[config.mk]
export PLATFORM = sky130hd
export DESIGN_NAME = pucms_top
export DESIGN_NICKNAME = d
export VERILOG_FILES = /design/src/rtl/pucms_pkg.sv /design/src/rtl/pucms_sw_capture.sv /design/src/rtl/pucms_flash_load.sv /design/src/rtl/pucms_top.sv
export SDC_FILE = /design/constraint.sdc
export NUM_CORES = 1
export LEC_CHECK = 0
export BUFFER_PORTS_ARGS = -buffer_cell sky130_fd_sc_hd__buf_2
export CELL_PAD_IN_SITES_DETAIL_PLACEMENT = 0
export CELL_PAD_IN_SITES_GLOBAL_PLACEMENT = 1
export CORE_AREA = 2 2 200 202
export DETAILED_ROUTE_END_ITERATION = 10
export DIE_AREA = 0 0 202 204
export PLACE_DENSITY = 0.83
export REMOVE_ABC_BUFFERS = 1
export SETUP_SLACK_MARGIN = 0.02
export SLEW_MARGIN = 10
export SYNTH_ARGS = -nofsm -noshare
export SYNTH_HDL_FRONTEND = slang
export SYNTH_HIERARCHICAL = 1
export SYNTH_SLANG_ARGS = --single-unit
export TNS_END_PERCENT = 1
[constraint.sdc]
create_clock -name clk -period 4.7 [get_ports clk]
set_input_delay 0 -clock clk [delete_from_list [all_inputs] [get_ports clk]]
set_output_delay 0 -clock clk [all_outputs]
set_load 0.005 [all_outputs]
[src/rtl/pucms_pkg.sv]
/*
 Shared constants and types of the power-up configuration mode selector.
 Assumes a single 10 MHz clock domain and an AXI4-Lite register master.
*/
package pucms_pkg;
  // Switch banks and operating image
  localparam int BANK_W    = 8;
  localparam int SW_W      = 3 * BANK_W;
  localparam int CFG_WORDS = 4;
  localparam int CFG_IW    = 2;
  localparam int FL_AW     = 16;
  localparam int ADDR_W    = 8;

  // Register map, byte addresses
  localparam logic [ADDR_W-1:0] REG_STATUS   = 8'h00;
  localparam logic [ADDR_W-1:0] REG_SWITCH   = 8'h04;
  localparam logic [ADDR_W-1:0] REG_CTRL     = 8'h08;
  localparam logic [ADDR_W-1:0] REG_REJECT   = 8'h0C;
  localparam logic [ADDR_W-1:0] REG_CFG0     = 8'h10;
  localparam logic [ADDR_W-1:0] REG_CFG_LAST = 8'h1C;

  // Field positions and reset values
  localparam int STAT_SOFT_BIT  = 0;
  localparam int STAT_UNSUP_BIT = 1;
  localparam int STAT_DONE_BIT  = 2;
  localparam int STAT_SAVED_BIT = 3;
  localparam int CTRL_EOC_BIT   = 0;
  localparam int CTRL_CLR_BIT   = 1;
  localparam logic CTRL_EOC_RST = 1'b1;

  // Flash layout
  localparam logic [FL_AW-1:0] FL_SAVED_BASE   = 16'h0000;
  localparam logic [FL_AW-1:0] FL_DEFAULT_BASE = 16'h0100;

  // Console replies and bus answers
  localparam logic [3:0] MSG_NONE        = 4'h0;
  localparam logic [3:0] MSG_SWITCH_MODE = 4'h1;
  localparam logic [1:0] RESP_OKAY       = 2'h0;
  localparam logic [1:0] RESP_SLVERR     = 2'h2;

  // Cycles after reset release before the switch word is trusted
  localparam logic [1:0] SYNC_WAIT = 2'h2;

  typedef enum logic [2:0] {
    ST_CAP  = 3'b001,
    ST_LOAD = 3'b010,
    ST_RUN  = 3'b100
  } pucms_state_t;

  typedef enum logic [2:0] {
    FL_IDLE = 3'b001,
    FL_MARK = 3'b010,
    FL_DATA = 3'b100
  } pucms_fl_state_t;
endpackage

[src/rtl/pucms_sw_capture.sv]
/*
 Switch bank synchroniser and one-time capture of the switch word.
 Assumes switch pins are asynchronous; capture follows reset release.
*/
module pucms_sw_capture
  import pucms_pkg::*;
(
  // Clock and reset
  input  wire logic              clk,
  input  wire logic              rst_b,
  // Switch pins, 1 = ON
  input  wire logic [SW_W-1:0]   sw_pins,
  // Captured word
  output logic      [SW_W-1:0]   sw_word_q,
  output logic                   cap_valid_q
);
  logic [SW_W-1:0] meta_q;
  logic [SW_W-1:0] sync_q;
  logic [1:0]      wait_q;
  logic [1:0]      wait_d;
  logic [SW_W-1:0] sw_word_d;
  logic            cap_valid_d;

  always_comb begin
    wait_d      = wait_q;
    sw_word_d   = sw_word_q;
    cap_valid_d = cap_valid_q;
    if (!cap_valid_q) begin
      if (wait_q == SYNC_WAIT) begin
        sw_word_d   = sync_q;
        cap_valid_d = 1'b1;
      end else begin
        wait_d = wait_q + 2'h1;
      end
    end
  end

  always_ff @(posedge clk) begin
    if (!rst_b) begin
      meta_q      <= '0;
      sync_q      <= '0;
      wait_q      <= '0;
      sw_word_q   <= '0;
      cap_valid_q <= 1'b0;
    end else begin
      meta_q      <= sw_pins;
      sync_q      <= meta_q;
      wait_q      <= wait_d;
      sw_word_q   <= sw_word_d;
      cap_valid_q <= cap_valid_d;
    end
  end

  // Later switch moves never reach the captured word
  word_frozen_a: assert property (@(posedge clk) disable iff (!rst_b)
    cap_valid_q |=> cap_valid_q && $stable(sw_word_q))
    else $error("captured switch word changed while running");
endmodule

[src/rtl/pucms_flash_load.sv]
/*
 Loads the operating image from flash: saved image if marked, else default.
 Assumes flash answers each held request with one ack pulse and its data.
*/
module pucms_flash_load
  import pucms_pkg::*;
#(
  parameter logic [31:0] SAVED_MARK = 32'hA5A5_0001  // Arbitrary marker value
) (
  // Clock and reset
  input  wire logic              clk,
  input  wire logic              rst_b,
  input  wire logic              start,
  // Flash read port
  output logic                   flash_req,
  output logic      [FL_AW-1:0]  flash_addr_q,
  input  wire logic [31:0]       flash_rdata,
  input  wire logic              flash_ack,
  // Image words out
  output logic                   wr_en,
  output logic      [CFG_IW-1:0] wr_idx_q,
  output logic                   done,
  output logic                   from_saved_q
);
  pucms_fl_state_t  st_q;
  pucms_fl_state_t  st_d;
  logic [FL_AW-1:0] flash_addr_d;
  logic [CFG_IW-1:0] wr_idx_d;
  logic             from_saved_d;
  logic             mark_ok;

  assign flash_req = (st_q != FL_IDLE);
  assign mark_ok   = (flash_rdata == SAVED_MARK);
  assign wr_en     = (st_q == FL_DATA) && flash_ack;
  assign done      = wr_en && (wr_idx_q == CFG_IW'(CFG_WORDS - 1));

  always_comb begin
    st_d         = st_q;
    flash_addr_d = flash_addr_q;
    wr_idx_d     = wr_idx_q;
    from_saved_d = from_saved_q;
    unique case (st_q)
      FL_IDLE: begin
        if (start) begin
          st_d         = FL_MARK;
          flash_addr_d = FL_SAVED_BASE;
        end
      end
      FL_MARK: begin
        if (flash_ack) begin
          st_d         = FL_DATA;
          wr_idx_d     = '0;
          from_saved_d = mark_ok;
          // Image words follow the marker word
          flash_addr_d = (mark_ok ? FL_SAVED_BASE : FL_DEFAULT_BASE) + FL_AW'(1);
        end
      end
      FL_DATA: begin
        if (flash_ack) begin
          flash_addr_d = flash_addr_q + FL_AW'(1);
          wr_idx_d     = wr_idx_q + CFG_IW'(1);
          if (done) begin
            st_d = FL_IDLE;
          end
        end
      end
    endcase
  end

  always_ff @(posedge clk) begin
    if (!rst_b) begin
      st_q         <= FL_IDLE;
      flash_addr_q <= '0;
      wr_idx_q     <= '0;
      from_saved_q <= 1'b0;
    end else begin
      st_q         <= st_d;
      flash_addr_q <= flash_addr_d;
      wr_idx_q     <= wr_idx_d;
      from_saved_q <= from_saved_d;
    end
  end

  saved_pick_a: assert property (@(posedge clk) disable iff (!rst_b)
    (st_q == FL_MARK && flash_ack && mark_ok)
      |=> from_saved_q && flash_addr_q == FL_SAVED_BASE + FL_AW'(1))
    else $error("saved image not chosen");

  default_pick_a: assert property (@(posedge clk) disable iff (!rst_b)
    (st_q == FL_MARK && flash_ack && !mark_ok)
      |=> !from_saved_q && flash_addr_q == FL_DEFAULT_BASE + FL_AW'(1))
    else $error("default image not chosen");
endmodule

[src/rtl/pucms_top.sv]
/*
 Power-up configuration mode selector with AXI4-Lite status registers.
 Assumes one clock, a synchronous power-on reset, flash and edit ports on clk.
*/
// Notes on behaviour
// - Rate and option banks all ON at power-up select software configuration.
// - In software configuration a saved flash image becomes the operating image.
// - With no saved image the default flash image is loaded instead.
// - After power-up, software configuration accepts console and channel edits.
// - A pattern neither all OFF nor all ON selects switch configuration.
// - Switch configuration takes the operating image from the captured switches.
// - The mode chosen at power-up holds until the next reset.
// - Switch moves while running never change the operating image.
// - Switch configuration refuses console edits.
// - A refused console edit is answered with the switch-mode reply code.
// - Switch configuration ignores edits from the operations channel.
module pucms_top
  import pucms_pkg::*;
(
  // Clock and reset
  input  wire logic                     clk,
  input  wire logic                     rst_b,
  // Switch banks, 1 = ON
  input  wire logic [BANK_W-1:0]        rate_switch_bank,
  input  wire logic [BANK_W-1:0]        option_switch_bank,
  input  wire logic [BANK_W-1:0]        mgmt_address_switch_bank,
  // Flash read port
  output logic                          flash_req,
  output logic      [FL_AW-1:0]         flash_addr,
  input  wire logic [31:0]              flash_rdata,
  input  wire logic                     flash_ack,
  // Console edit port
  input  wire logic                     con_req,
  input  wire logic [CFG_IW-1:0]        con_idx,
  input  wire logic [31:0]              con_data,
  output logic                          con_ready,
  output logic                          con_ack_q,
  output logic                          con_refused_q,
  output logic      [3:0]               con_reply_q,
  // Operations channel edit port
  input  wire logic                     eoc_req,
  input  wire logic [CFG_IW-1:0]        eoc_idx,
  input  wire logic [31:0]              eoc_data,
  output logic                          eoc_ready,
  output logic                          eoc_ack_q,
  output logic                          eoc_ignored_q,
  // Operating image and mode
  output logic      [CFG_WORDS*32-1:0]  op_cfg,
  output logic                          soft_mode_q,
  output logic                          cfg_ready,
  // AXI4-Lite slave
  input  wire logic [ADDR_W-1:0]        awaddr,
  input  wire logic                     awvalid,
  output logic                          awready,
  input  wire logic [31:0]              wdata,
  input  wire logic [3:0]               wstrb,
  input  wire logic                     wvalid,
  output logic                          wready,
  output logic      [1:0]               bresp,
  output logic                          bvalid,
  input  wire logic                     bready,
  input  wire logic [ADDR_W-1:0]        araddr,
  input  wire logic                     arvalid,
  output logic                          arready,
  output logic      [31:0]              rdata,
  output logic      [1:0]               rresp,
  output logic                          rvalid,
  input  wire logic                     rready
);
  logic [SW_W-1:0]   sw_word;
  logic              sw_valid;
  logic              ld_start;
  logic              ld_wr;
  logic [CFG_IW-1:0] ld_idx;
  logic              ld_done;
  logic              ld_saved;
  logic              all_on;
  logic              all_off;

  pucms_sw_capture u_cap (
    .clk         (clk),
    .rst_b       (rst_b),
    .sw_pins     ({mgmt_address_switch_bank, option_switch_bank, rate_switch_bank}),
    .sw_word_q   (sw_word),
    .cap_valid_q (sw_valid)
  );

  pucms_flash_load u_load (
    .clk          (clk),
    .rst_b        (rst_b),
    .start        (ld_start),
    .flash_req    (flash_req),
    .flash_addr_q (flash_addr),
    .flash_rdata  (flash_rdata),
    .flash_ack    (flash_ack),
    .wr_en        (ld_wr),
    .wr_idx_q     (ld_idx),
    .done         (ld_done),
    .from_saved_q (ld_saved)
  );

  // Mode decision uses rate and option banks only
  assign all_on  = &sw_word[2*BANK_W-1:0];
  assign all_off = ~|sw_word[2*BANK_W-1:0];

  // Mode and image state
  pucms_state_t state_q;
  pucms_state_t state_d;
  logic [31:0]  cfg_q [CFG_WORDS];
  logic [31:0]  cfg_d [CFG_WORDS];
  logic         soft_mode_d;
  logic         unsup_q;
  logic         unsup_d;
  logic         saved_q;
  logic         saved_d;
  logic         con_take;
  logic         eoc_take;
  logic         eoc_en_q;

  assign cfg_ready = (state_q == ST_RUN);
  assign con_ready = cfg_ready;
  assign eoc_ready = cfg_ready;
  assign con_take  = con_req && con_ready;
  assign eoc_take  = eoc_req && eoc_ready;
  assign ld_start  = (state_q == ST_CAP) && sw_valid && (all_on || all_off);

  always_comb begin
    state_d     = state_q;
    soft_mode_d = soft_mode_q;
    unsup_d     = unsup_q;
    saved_d     = saved_q;
    cfg_d       = cfg_q;
    unique case (state_q)
      ST_CAP: begin
        if (sw_valid) begin
          soft_mode_d = all_on || all_off;
          unsup_d     = all_off;
          if (all_on || all_off) begin
            state_d = ST_LOAD;
          end else begin
            cfg_d[0] = {{(32-SW_W){1'b0}}, sw_word};
            state_d  = ST_RUN;
          end
        end
      end
      ST_LOAD: begin
        if (ld_wr) begin
          cfg_d[ld_idx] = flash_rdata;
        end
        if (ld_done) begin
          saved_d = ld_saved;
          state_d = ST_RUN;
        end
      end
      ST_RUN: begin
        // Mode never revisited; console edit wins a same-word clash
        if (eoc_take && soft_mode_q && eoc_en_q) begin
          cfg_d[eoc_idx] = eoc_data;
        end
        if (con_take && soft_mode_q) begin
          cfg_d[con_idx] = con_data;
        end
      end
    endcase
  end

  always_ff @(posedge clk) begin
    if (!rst_b) begin
      state_q     <= ST_CAP;
      soft_mode_q <= 1'b0;
      unsup_q     <= 1'b0;
      saved_q     <= 1'b0;
      cfg_q       <= '{default: '0};
    end else begin
      state_q     <= state_d;
      soft_mode_q <= soft_mode_d;
      unsup_q     <= unsup_d;
      saved_q     <= saved_d;
      cfg_q       <= cfg_d;
    end
  end

  for (genvar gi = 0; gi < CFG_WORDS; gi++) begin : g_out
    assign op_cfg[gi*32 +: 32] = cfg_q[gi];
  end

  // Edit replies and reject counter
  logic        con_ack_d;
  logic        con_refused_d;
  logic [3:0]  con_reply_d;
  logic        eoc_ack_d;
  logic        eoc_ignored_d;
  logic [31:0] reject_q;
  logic [31:0] reject_d;
  logic        eoc_en_d;
  logic        rej_clr;

  always_comb begin
    con_ack_d     = con_take && soft_mode_q;
    con_refused_d = con_take && !soft_mode_q;
    con_reply_d   = con_reply_q;
    if (con_take) begin
      con_reply_d = soft_mode_q ? MSG_NONE : MSG_SWITCH_MODE;
    end
    eoc_ack_d     = eoc_take && soft_mode_q && eoc_en_q;
    eoc_ignored_d = eoc_take && !(soft_mode_q && eoc_en_q);
    reject_d      = rej_clr ? '0 : reject_q;
    // Counting wins over a same-cycle clear
    if (con_refused_d || eoc_ignored_d) begin
      reject_d = reject_q + 32'h0000_0001;
    end
  end

  always_ff @(posedge clk) begin
    if (!rst_b) begin
      con_ack_q     <= 1'b0;
      con_refused_q <= 1'b0;
      con_reply_q   <= MSG_NONE;
      eoc_ack_q     <= 1'b0;
      eoc_ignored_q <= 1'b0;
      reject_q      <= '0;
    end else begin
      con_ack_q     <= con_ack_d;
      con_refused_q <= con_refused_d;
      con_reply_q   <= con_reply_d;
      eoc_ack_q     <= eoc_ack_d;
      eoc_ignored_q <= eoc_ignored_d;
      reject_q      <= reject_d;
    end
  end

  // AXI4-Lite slave
  logic              aw_hold_q, aw_hold_d;
  logic              w_hold_q, w_hold_d;
  logic [ADDR_W-1:0] aw_addr_q, aw_addr_d;
  logic [31:0]       w_data_q, w_data_d;
  logic [3:0]        w_strb_q, w_strb_d;
  logic              bvalid_q, bvalid_d;
  logic [1:0]        bresp_q, bresp_d;
  logic              rvalid_q, rvalid_d;
  logic [1:0]        rresp_q, rresp_d;
  logic [31:0]       rdata_q, rdata_d;
  logic              do_wr;
  logic              ar_take;

  assign awready = !aw_hold_q && !bvalid_q;
  assign wready  = !w_hold_q && !bvalid_q;
  assign arready = !rvalid_q;
  assign bvalid  = bvalid_q;
  assign bresp   = bresp_q;
  assign rvalid  = rvalid_q;
  assign rresp   = rresp_q;
  assign rdata   = rdata_q;
  assign do_wr   = aw_hold_q && w_hold_q && !bvalid_q;
  assign ar_take = arvalid && arready;
  assign rej_clr = do_wr && aw_addr_q == REG_CTRL && w_strb_q[0] && w_data_q[CTRL_CLR_BIT];

  always_comb begin
    aw_hold_d = aw_hold_q;
    aw_addr_d = aw_addr_q;
    w_hold_d  = w_hold_q;
    w_data_d  = w_data_q;
    w_strb_d  = w_strb_q;
    bvalid_d  = bvalid_q && !bready;
    bresp_d   = bresp_q;
    eoc_en_d  = eoc_en_q;
    if (awvalid && awready) begin
      aw_hold_d = 1'b1;
      aw_addr_d = awaddr;
    end
    if (wvalid && wready) begin
      w_hold_d = 1'b1;
      w_data_d = wdata;
      w_strb_d = wstrb;
    end
    if (do_wr) begin
      aw_hold_d = 1'b0;
      w_hold_d  = 1'b0;
      bvalid_d  = 1'b1;
      bresp_d   = RESP_OKAY;
      if (aw_addr_q == REG_CTRL) begin
        if (w_strb_q[0]) begin
          eoc_en_d = w_data_q[CTRL_EOC_BIT];
        end
      end else if (!(aw_addr_q == REG_STATUS || aw_addr_q == REG_SWITCH
                     || aw_addr_q == REG_REJECT
                     || (aw_addr_q >= REG_CFG0 && aw_addr_q <= REG_CFG_LAST))) begin
        bresp_d = RESP_SLVERR;
      end
    end
    rvalid_d = rvalid_q && !rready;
    rresp_d  = rresp_q;
    rdata_d  = rdata_q;
    if (ar_take) begin
      rvalid_d = 1'b1;
      rresp_d  = RESP_OKAY;
      rdata_d  = '0;
      if (araddr == REG_STATUS) begin
        rdata_d[STAT_SOFT_BIT]  = soft_mode_q;
        rdata_d[STAT_UNSUP_BIT] = unsup_q;
        rdata_d[STAT_DONE_BIT]  = cfg_ready;
        rdata_d[STAT_SAVED_BIT] = saved_q;
      end else if (araddr == REG_SWITCH) begin
        rdata_d[SW_W-1:0] = sw_word;
      end else if (araddr == REG_CTRL) begin
        rdata_d[CTRL_EOC_BIT] = eoc_en_q;
      end else if (araddr == REG_REJECT) begin
        rdata_d = reject_q;
      end else if (araddr >= REG_CFG0 && araddr <= REG_CFG_LAST) begin
        rdata_d = cfg_q[araddr[CFG_IW+1:2]];
      end else begin
        rresp_d = RESP_SLVERR;
      end
    end
  end

  always_ff @(posedge clk) begin
    if (!rst_b) begin
      aw_hold_q <= 1'b0;
      aw_addr_q <= '0;
      w_hold_q  <= 1'b0;
      w_data_q  <= '0;
      w_strb_q  <= '0;
      bvalid_q  <= 1'b0;
      bresp_q   <= RESP_OKAY;
      rvalid_q  <= 1'b0;
      rresp_q   <= RESP_OKAY;
      rdata_q   <= '0;
      eoc_en_q  <= CTRL_EOC_RST;
    end else begin
      aw_hold_q <= aw_hold_d;
      aw_addr_q <= aw_addr_d;
      w_hold_q  <= w_hold_d;
      w_data_q  <= w_data_d;
      w_strb_q  <= w_strb_d;
      bvalid_q  <= bvalid_d;
      bresp_q   <= bresp_d;
      rvalid_q  <= rvalid_d;
      rresp_q   <= rresp_d;
      rdata_q   <= rdata_d;
      eoc_en_q  <= eoc_en_d;
    end
  end

  // Checks
  soft_mode_entry_a: assert property (@(posedge clk) disable iff (!rst_b)
    (state_q == ST_CAP && sw_valid && all_on) |=> soft_mode_q && state_q == ST_LOAD)
    else $error("all-ON pattern did not select software mode");

  switch_mode_entry_a: assert property (@(posedge clk) disable iff (!rst_b)
    (state_q == ST_CAP && sw_valid && !all_on && !all_off)
      |=> !soft_mode_q && state_q == ST_RUN)
    else $error("mixed pattern did not select switch mode");

  all_off_flag_a: assert property (@(posedge clk) disable iff (!rst_b)
    (state_q == ST_CAP && sw_valid && all_off) |=> soft_mode_q && unsup_q)
    else $error("all-OFF pattern not flagged");

  mode_locked_a: assert property (@(posedge clk) disable iff (!rst_b)
    cfg_ready |=> cfg_ready && $stable(soft_mode_q))
    else $error("mode changed while running");

  switch_image_a: assert property (@(posedge clk) disable iff (!rst_b)
    (cfg_ready && !soft_mode_q) |-> cfg_q[0] == {{(32-SW_W){1'b0}}, sw_word})
    else $error("switch image differs from captured switches");

  edit_accept_a: assert property (@(posedge clk) disable iff (!rst_b)
    (con_take && soft_mode_q) |=> con_ack_q && cfg_q[$past(con_idx)] == $past(con_data))
    else $error("console edit not applied");

  console_block_a: assert property (@(posedge clk) disable iff (!rst_b)
    (con_take && !soft_mode_q) |=> $stable(op_cfg) && !con_ack_q)
    else $error("console edit applied in switch mode");

  console_reply_a: assert property (@(posedge clk) disable iff (!rst_b)
    (con_take && !soft_mode_q) |=> con_refused_q && con_reply_q == MSG_SWITCH_MODE)
    else $error("refused console edit lacks reply");

  channel_block_a: assert property (@(posedge clk) disable iff (!rst_b)
    (eoc_take && !soft_mode_q) |=> eoc_ignored_q && !eoc_ack_q && $stable(op_cfg))
    else $error("channel edit applied in switch mode");
endmodule

# Yosys cells after proc, flatten, opt, wreduce, memory -nomap -nowiden
# Cells that the tools add are included.
# classes
bitwise,7
add_sub_neg,5
n_reduce_logical,64
n_eq_ne,24
muxes,59
n_lt_le_gt_ge,11
# op_table
cell,count
$mux W128,4
$bwmux W128,3
$mux W32,11
$demux W32 S2,3
$pmux W96 S2,1
$pmux W32 S3,1
$bmux W32 S2,1
$mux W16,3
$pmux W16 S3,1
$add A16 B1 Y16 const B,2
$add A32 B1 Y32 const B,1
$eq A32 B32 Y1 const B,1
$eq A8 B4 Y1 const B,4
$mux W31,1
$logic_and A1 B1 Y1,29
$mux W28,1
$mux W24,1
$mux W3,7
$mux W2,9
$eq A8 B3 Y1 const B,2
$ge A8 B5 Y1 const B,2
$le A8 B5 Y1 const B,2
$logic_not A8 Y1,2
$reduce_and A16 Y1,1
27 further kinds,77
# word_totals
reg_bits,323
output_inout_bits,198

# Longest topological paths before layout
# Gate-level depths: netlist of run 1.
# logic_depth
depth_word,11
depth_mapped,11
mapped_depth_nobuf,9

# Hierarchy
# The synthesis of run 1 kept the hierarchy.
# by_module_without_submodules
mod,area_each_um2,cells_per_inst,n_inst,seq_area_each_um2
pucms_top,13266.5,1502,1,4424.2
pucms_sw_capture,2406.1,219,1,1501.4
pucms_flash_load,1305.0,143,1,440.4

# Worst setup path before layout of run 1
# No wires, ideal clock.
# synth_timing
path_type,reg2reg
start,reg u_cap.sw_word_q[13]
end,reg u_load.flash_addr_q[15]
setup_time_ps,67
n_path_buf,1
arrival_ps,2302
path_stages_with_launch,11
required_ps,4633
period_less_slack_ps,2369
setup_slack_ps,2331
cell_sequence,dfxtp_1 > nand4_1 > nor4_1 > nor2_1 > or2_2 > inv_1 > or4b_4 > buf_6 > o211ai_2 > or4_1 > a21oi_2
# synth_between
elab_chain_cells,6
word_cells_on_any_way,7
cone_classes,eq/ne (1); reduce/logical (6)
# synth_lines
element,line,source
from (decl),pucms_sw_capture.sv:14,"output logic [SW_W-1:0] sw_word_q,"
from (signal assigned),pucms_sw_capture.sv:49,sw_word_q <= sw_word_d;
$reduce_or A16 Y1,pucms_top.sv:104,assign all_off = ~|sw_word[2*BANK_W-1:0];
$logic_not A1 Y1,pucms_top.sv:104,
$logic_or A1 B1 Y1 *,pucms_top.sv:125,assign ld_start = (state_q == ST_CAP) && sw_valid && (all_on || all_off);
$logic_and A1 B1 Y1 *,pucms_top.sv:125,
via ld_start,pucms_top.sv:72,logic ld_start;
$ne A2 B2 Y1 (no source line) *,-,
$reduce_and A3 Y1 (no source line) *,-,
to (signal assigned),pucms_flash_load.sv:78,flash_addr_q <= flash_addr_d;
to (decl),pucms_flash_load.sv:16,"output logic [FL_AW-1:0] flash_addr_q,"
# Mark *: on every way through the listed nets, which the timed path passes. The rest lies on a longest branch.
# A chain may end at the register's enable or synchronous reset.

# Worst setup path in the final report of run 1
# layout_timing
start,reg state_q[2]
end,"reg cfg_q, in the netlist op_cfg[62]"
# layout_between
elab_chain_cells,9
word_cells_on_any_way,15
cone_classes,eq/ne (3); mux (5); reduce/logical (7)
# layout_lines
element,line,source
from (decl),pucms_top.sv:107,pucms_state_t state_q;
from (signal assigned),pucms_top.sv:175,state_q <= state_d;
$eq A3 B3 Y1,"pucms_top.sv:120, pucms_top.sv:133",
$logic_and A1 B1 Y1,pucms_top.sv:124,assign eoc_take = eoc_req && eoc_ready;
$logic_and A1 B1 Y1 (2 in a row),pucms_top.sv:157,if (eoc_take && soft_mode_q && eoc_en_q) begin
$mux W128,pucms_top.sv:157,
$mux W128,pucms_top.sv:133,unique case (state_q)
$bwmux W128,pucms_top.sv:161,cfg_d[con_idx] = con_data;
$mux W128,pucms_top.sv:160,if (con_take && soft_mode_q) begin
$pmux W96 S2,pucms_top.sv:133,
to (signal assigned),pucms_top.sv:179,cfg_q <= cfg_d;
to (decl),pucms_top.sv:109,logic [31:0] cfg_q [CFG_WORDS];
# Parallel ways exist; a longest one is shown, timed or not. The select of a mux whose other input is x is not followed.

==> results of run 1 <==
==> critical path, delay by kind of cell (launching register included) <==
kind,cells,cell delay [ns]
compound gates,3,0.60
buf+inv,4,1.62
flops,1,0.84
simple gates,1,0.95
==> kinds of logic (layout without fill, tap and decap cells) <==
logic type               Yosys count  count (layout)  share of synthesized area (%)
buffers and inverters            184             675                           5.18
XOR/XNOR                           8               8                          0.523
AO/OA/AOI/OAI                    591             591                           23.8
flip-flops                       318             318                           37.5
adder cells (fa/ha/maj)            4               4                          0.295
AND/OR/NAND/NOR                  501             501                           14.7
other                              1               8                         0.0221
multiplexers                     257             257                           18.0
==> where the power goes <==
part / leakage [µW] / internal (µW) / switching (µW)
sequential: 0.00258 / 2910 / 299
clock: 0.000579 / 1690 / 1160
combinational: 0.00607 / 723 / 848
==> per-layer routing <==
layer	vias to the layer above	routed length [µm]	GRT usage [%]
met5	-	0	0
li1	7967	-	-
met4	0	2820	14.1
met3	171	6020	5.85
met1	8528	27100	40.6
met2	965	30700	49.9
==> state kept, by name (all words and copies together), names as in the netlist, 2 cells and up <==
signal               flops
reject_q                32
u_load/wr_idx_q          2
aw_addr_q                8
op_cfg                 128
u_load/st_q              3
u_cap/meta_q            24
state_q                  3
u_cap/wait_q             2
u_cap/sw_word_q         24
rdata                   32
u_cap/sync_q            24
u_load/flash_addr_q     16
w_data_q                 2
==> timing repair <==
item,in CTS,in global routing
hold buffers,211,0
endpoints found under the hold margin,178,0
setup buffers,0,0
==> through the flow <==
step                total power, µW  utilization [%]  setup slack, ns  instance area (µm²)
finish                         7640             56.8            0.536                22300
global route                   7910             56.8            0.370                22300
global placement               4650             48.5             1.31                19000
CTS                            7630             56.8            0.694                22300
detailed placement             4700             48.5             1.23                19000
floorplan                      3970                -           0.0137                16200
==> path summary, 6_finish.rpt <==
| path | to | slack [ns] | startpoint |
|---|---|---|---|
| max reg2reg | op_cfg[62]$_SDFFE_PN0P_ | 0.54 | state_q[2]$_SDFFE_PN0P_ |
| max | op_cfg[62]$_SDFFE_PN0P_ | 0.54 | state_q[2]$_SDFFE_PN0P_ |
| min reg2reg | u_cap/sync_q[20]$_SDFF_PN0_ | 0.43 | u_cap/meta_q[20]$_SDFF_PN0_ |
| min | aw_hold_q$_SDFFE_PP0P_ | 0.07 | awvalid |
==> cells in the final DEF, fill, tap and decap left out, types with 37 or more instances in the layout <==
cell / n
a31oi_1: 71
dfxtp_1: 318
mux2i_1: 161
nand2_1: 248
o21ai_0: 144
nor2_1: 45
buf_2: 344
buf_4: 40
clkbuf_16: 37
and2_1: 53
dlygate4sd3_1: 211
a21oi_1: 73
==> layout make-up <==
class / count / area [µm²]
Timing Repair Buffer: 597 / 4170
Fill cell: 3492 / 16900
Clock inverter: 7 / 85.1
Clock buffer: 55 / 1080
Tap cell: 525 / 657
Sequential cell: 318 / 6370
Inverter: 16 / 60.1
Multi-Input combinational cell: 1366 / 9850
Antenna cell: 3 / 7.51
==> results.yml, run 1 <==
global_routing:
  grt_overflow: 0
  grt_usage_pct: 31.1
  grt_pass1_vias: 16900
  antenna_found_initial: 3
  grt_pass1_wl_um: 100000
  grt_max_degree: 90
routing:
  wl_per_cell_um: 23.1
  postRouteAntennaNets: 0
  num_vias: 17600
  drt_first_pass_iters: 9
  drc: 0
  viasPerCell: 6.11
  routed_wirelength_um: 66600
  drt-initial-drc-count: 1742
logic_synthesis:
  yosysSeqAreaShare_pct: 37.5
  yosysUniqueCellTypes: 83
  netlist_instances: 1864
  synth_top_area_share_pct: 37.5
  yosys_register_bits: 318
  ys_top_cells_by_count: "318 x dfxtp_1, 248 x nand2_1, 161 x mux2i_1"
  avgSynthCellArea_um2: 9.11
  synth_ff_type: "dfxtp_1"
  yosys.area.top_type: "dfxtp_1"
  postSynth.asyncResetShare_pct: 0
  syn_area_mm2: 0.0170
  synth_area_leaders: "dfxtp_1 37%, mux2i_1 9.5%, nand2_1 5.5%"
  synth_edf_count: 0
  synth_warnings: 6
  synth_most_common_cell: "dfxtp_1"
finish:
  drive_above_1_share_pct: 23.1
  instances_no_fill: 2887
  nets: 2526
  syn2layout_area_growth_pct: 31.2
placed_design:
  dp_hpwl_um: 44600
  dp_cells: 2611
  port_buffers: 345
  gp_congestion: 0.898
floorplan:
  coreArea_mm2: 0.0392
  row_count: 73
  initial_core_util_pct: 43.3
  num_io_pins: 384
  die_h_um: 204
  design.die.area_mm2: 0.0412
  die_x_um: 202
critical_path:
  crit_fanout: 76
  end_kind: "flop"
  crit_top_cell: "inv_2"
  critPathLaunchType: "flop"
  cp.required_ns: 5.17
  critical_path.slowest_cell: "or3_2"
  cpPeakStageDelay_ns: 0.95
  worstPathArrival_ns: 4.64
  path_cells: "inv_2, or3_2, inv_2, buf_4, o21ai_0, a21o_1, a31oi_1, dlygate4sd3_1"
  worstSetupPathType: "reg -> reg"
  rr_worst_depth: 8
sta:
  timing.fmax_ghz: 0.240
  holdWs_ns: 0.0674
  post-route-period-util_pct: 88.6
  hold_violations: 0
  final.min_clock_period_ns: 4.16
  setup_viol: 0
  tns_ns: 0
  fin_worst_skew_ns: 0.0193
  maxSlewViolCount: 0
  slew_headroom_pct: 17.1
  worst_pin_slew_ns: 1.24
  rsz0062_at_grt: "no"
power:
  leakage_uw: 0.00923
  power_density_mw_per_mm2: 343
  peakVddDrop_v: 0.000209
outcome:
  run_status: "complete, no violations"
worst_hold_path:
  hold_path_class: "in -> reg"
  whs_path_depth: 3
clocking:
  cts.path.max_buffers: 3
  clkLatencyLatePin_ns: 0.53
  cts_made_buffers: 37
  root_buffer: "clkbuf_16"
  cts_max_level: 2
  clkSinkCount: 318
  post_cts_resized: 0
  clkSlewWorstSetupHoldPaths_ns: 0.06
  cts_tree: "built"
run:
  maxCapViolations: 0
(Power assumes the default switching activity.)
==> inputs of run 2 (changes only) <==
--- a/config.mk
+++ b/config.mk
@@ -5,12 +5,13 @@
 export SDC_FILE = /design/constraint.sdc
 export NUM_CORES = 1
 export LEC_CHECK = 0
+export ABC_AREA = 1
 export BUFFER_PORTS_ARGS = -buffer_cell sky130_fd_sc_hd__buf_2
 export CELL_PAD_IN_SITES_DETAIL_PLACEMENT = 0
 export CELL_PAD_IN_SITES_GLOBAL_PLACEMENT = 1
-export CORE_AREA = 2 2 200 202
+export CORE_AREA = 2 2 230 232
 export DETAILED_ROUTE_END_ITERATION = 10
-export DIE_AREA = 0 0 202 204
+export DIE_AREA = 0 0 232 234
 export PLACE_DENSITY = 0.83
 export REMOVE_ABC_BUFFERS = 1
 export SETUP_SLACK_MARGIN = 0.02
==> run 2 against run 1 <==
Non-clock buffer count shrank 22. Largest cell class unchanged. Clock-buffer cell count grew 3. Clock skew shrank 0.0069 ns. Register-to-register slack lost 0.03 ns. Clock power grew 14%. Setup slack lost 0.032 ns. Power grew 21%. Critical path depth grew 3. Highest routed layer is now met5.
==> results.yml, run 2 <==
outcome:
  run_status: "complete, no violations"
power:
  leakage_uw: 0.0121
  combPwrFrac_pct: 28.9
  p_seq_share_pct: 35.6
  p_total_uw: 9210
  switchingPower_uw: 3390
  switching_share_pct: 36.9
  p_clk_share_pct: 35.4
  intPower_uw: 5810
  peakVddDrop_v: 0.000254
  power_density_mw_per_mm2: 353
clocking:
  root_buffer: "clkbuf_16"
  cts_max_level: 2
  clkLatencyLatePin_ns: 0.58
  clkSinkCount: 318
  clkSlewWorstSetupHoldPaths_ns: 0.07
  cts_tree: "built"
  post_cts_resized: 0
  cts_made_buffers: 40
  cts.path.max_buffers: 3
routing:
  drt_first_pass_iters: 6
  wl_per_cell_um: 19.7
  drc: 0
  drt-initial-drc-count: 3015
  routed_wirelength_um: 94300
  postRouteAntennaNets: 0
  num_vias: 25900
  viasPerCell: 5.42
sta:
  worst_pin_slew_ns: 1.29
  maxSlewViolCount: 0
  timing.fmax_ghz: 0.238
  fin_ws_ns: 0.504
  rsz0062_at_grt: "no"
  setup_viol: 0
  tns_ns: 0
  final.min_clock_period_ns: 4.20
  hold_violations: 0
  slew_headroom_pct: 13.8
  post-route-period-util_pct: 89.3
  fin_worst_skew_ns: 0.0124
critical_path:
  worstPathArrival_ns: 4.72
  end_kind: "flop"
  worstSetupPathType: "reg -> reg"
  cp.required_ns: 5.22
  r2r_slack_ns: 0.50
  crit-reg2reg-capture: "op_cfg[51]$_SDFFE_PN0P_"
  crit-reg2reg-launch: "state_q[1]$_SDFFE_PN0P_"
  critPathLaunchType: "flop"
  crit_fanout: 46
  crit_end: "op_cfg[51]$_SDFFE_PN0P_"
  rr_worst_depth: 11
  critPathLaunch: "state_q[1]$_SDFFE_PN0P_"
logic_synthesis:
  yosys_register_bits: 318
  synth_area_leaders: "dfxtp_1 30%, nand2_1 21%, nor2_1 8.4%"
  yosys.area.top_type: "dfxtp_1"
  avgSynthCellArea_um2: 5.71
  synth_ff_type: "dfxtp_1"
  synth_edf_count: 0
  postSynth.asyncResetShare_pct: 0
  yosysUniqueCellTypes: 43
  synth_top_area_share_pct: 30.3
  yosysSeqAreaShare_pct: 30.3
  netlist_instances: 3678
  synth_warnings: 6
  syn_area_mm2: 0.0210
  ys_top_cells_by_count: "1153 x nand2_1, 471 x nor2_1, 361 x inv_1"
  synth_most_common_cell: "nand2_1"
finish:
  drive_above_1_share_pct: 12.6
  finish.instance_area_mm2: 0.0261
  nets: 4244
  final_common_cell: "nand2_1"
  most-common-layout-cells: "1150 x nand2_1, 467 x nor2_1, 359 x inv_1, 353 x o21ai_0"
  syn2layout_area_growth_pct: 24.2
  largest_register_ffs: 128
floorplan:
  row_count: 84
  die_h_um: 234
  num_io_pins: 384
  initial_core_util_pct: 40.4
  die_x_um: 232
  coreArea_mm2: 0.0520
  design.die.area_mm2: 0.0543
worst_hold_path:
  hold_path_class: "in -> reg"
global_routing:
  grt_usage_pct: 33.9
  grt_pass1_wl_um: 142000
  grt_max_degree: 166
  grt_pass1_vias: 23600
  antenna_found_initial: 2
  grt_overflow: 0
placed_design:
  dp_hpwl_um: 59600
  dpl_worst_slack_ns: 1.80
  port_buffers: 345
  post_dp_cell_area_mm2: 0.0229
  gp_congestion: 0.964
run:
  maxCapViolations: 0
[run 2: cell count changes after synthesis, sizes merged, moves of 131 or more]
cell,before,now
nand4,19,150
o21ai,156,359
nand3,31,355
nor2,47,483
inv,16,377
nand2,248,1158
mux2i,161,0
[run 2: area by class of cell]
type | count | area, µm²
well taps | 688 | 861
clock inverters | 15 | 158
diodes | 1 | 2.50
flip-flops and latches | 318 | 6370
fillers | 5574 | 25900
inverters | 380 | 1430
repair buffers | 575 | 3940
clock buffers | 58 | 1200
multi-input cells | 2739 | 12100
[run 2: cell families (layout without fill, tap and decap cells)]
family,Yosys count,after routing,share of synthesized area (%)
other,1,6,0.0179
buffers and inverters,625,1028,12.2
flip-flops,318,318,30.3
AO/OA/AOI/OAI,556,556,13.4
AND/OR/NAND/NOR,2172,2172,43.8
XOR/XNOR,2,2,0.0835
adder cells (fa/ha/maj),4,4,0.238
[run 2: worst min-delay path by stage]
stage                                 from                           to  slack [ns]  cells past startpoint
2_1_floorplan                        rst_b      state_q[0]$_SDFFE_PN1P_        0.08                      1
3_3_place_gp         option_switch_bank[7]  u_cap/meta_q[15]$_SDFF_PN0_        0.18                      3
3_5_place_dp   mgmt_address_switch_bank[6]  u_cap/meta_q[22]$_SDFF_PN0_        0.18                      3
4_1_cts                        eoc_data[0]      op_cfg[32]$_SDFFE_PN0P_      0.0007                      7
5_1_grt                       eoc_data[12]      op_cfg[44]$_SDFFE_PN0P_        0.06                      7
6_report                      eoc_data[22]      op_cfg[54]$_SDFFE_PN0P_        0.02                      7
[run 2: critical path, stage by stage (launching register included)]
cell           delay (ns)
dfxtp_1              0.36
nor2_4               0.18
nand3_2              0.14
nor2_4               0.16
buf_4                0.51
nand3_2              0.70
buf_4                0.49
nand3_1              0.14
nand3_1              0.08
dlygate4sd3_1        0.61
a21oi_1              0.12
dlygate4sd3_1        0.57
[run 2: per-stage QoR]
step,util (%),hold WS (ns),cells
floorplan,-,0.0762,3437
global placement,43.9,0.184,4513
detailed placement,43.9,0.183,4513
CTS,50.1,0.000713,4773
global route,50.1,0.0591,4774
finish,50.1,0.0154,4774
[run 2: layer usage]
| layer | up-vias | GRT usage (%) | part of all wire (%) | wire length, µm |
|---|---|---|---|---|
| met3 | 274 | 6.25 | 11 | 10100 |
| li1 | 12500 | - | - | - |
| met5 | - | 0 | 0.012 | 11 |
| met1 | 11600 | 46.3 | 42 | 39700 |
| met4 | 2 | 14.9 | 4.8 | 4490 |
| met2 | 1494 | 52.1 | 42 | 40000 |
[run 2: power by group through the flow]
| stage | Sequential (µW) | Clock [µW] | Combinational, µW |
|---|---|---|---|
| floorplan | 3220 | 0 | 1580 |
| global placement | 3330 | 0 | 2460 |
| detailed placement | 3320 | 0 | 2470 |
| CTS | 3270 | 3290 | 2620 |
| global route | 3310 | 3390 | 3010 |
| finish | 3280 | 3260 | 2660 |
[run 2: what timing repair did]
action / CTS / global route
hold endpoints to repair: 198 / 0
hold buffers: 187 / 0
buffers inserted: 0 / 0
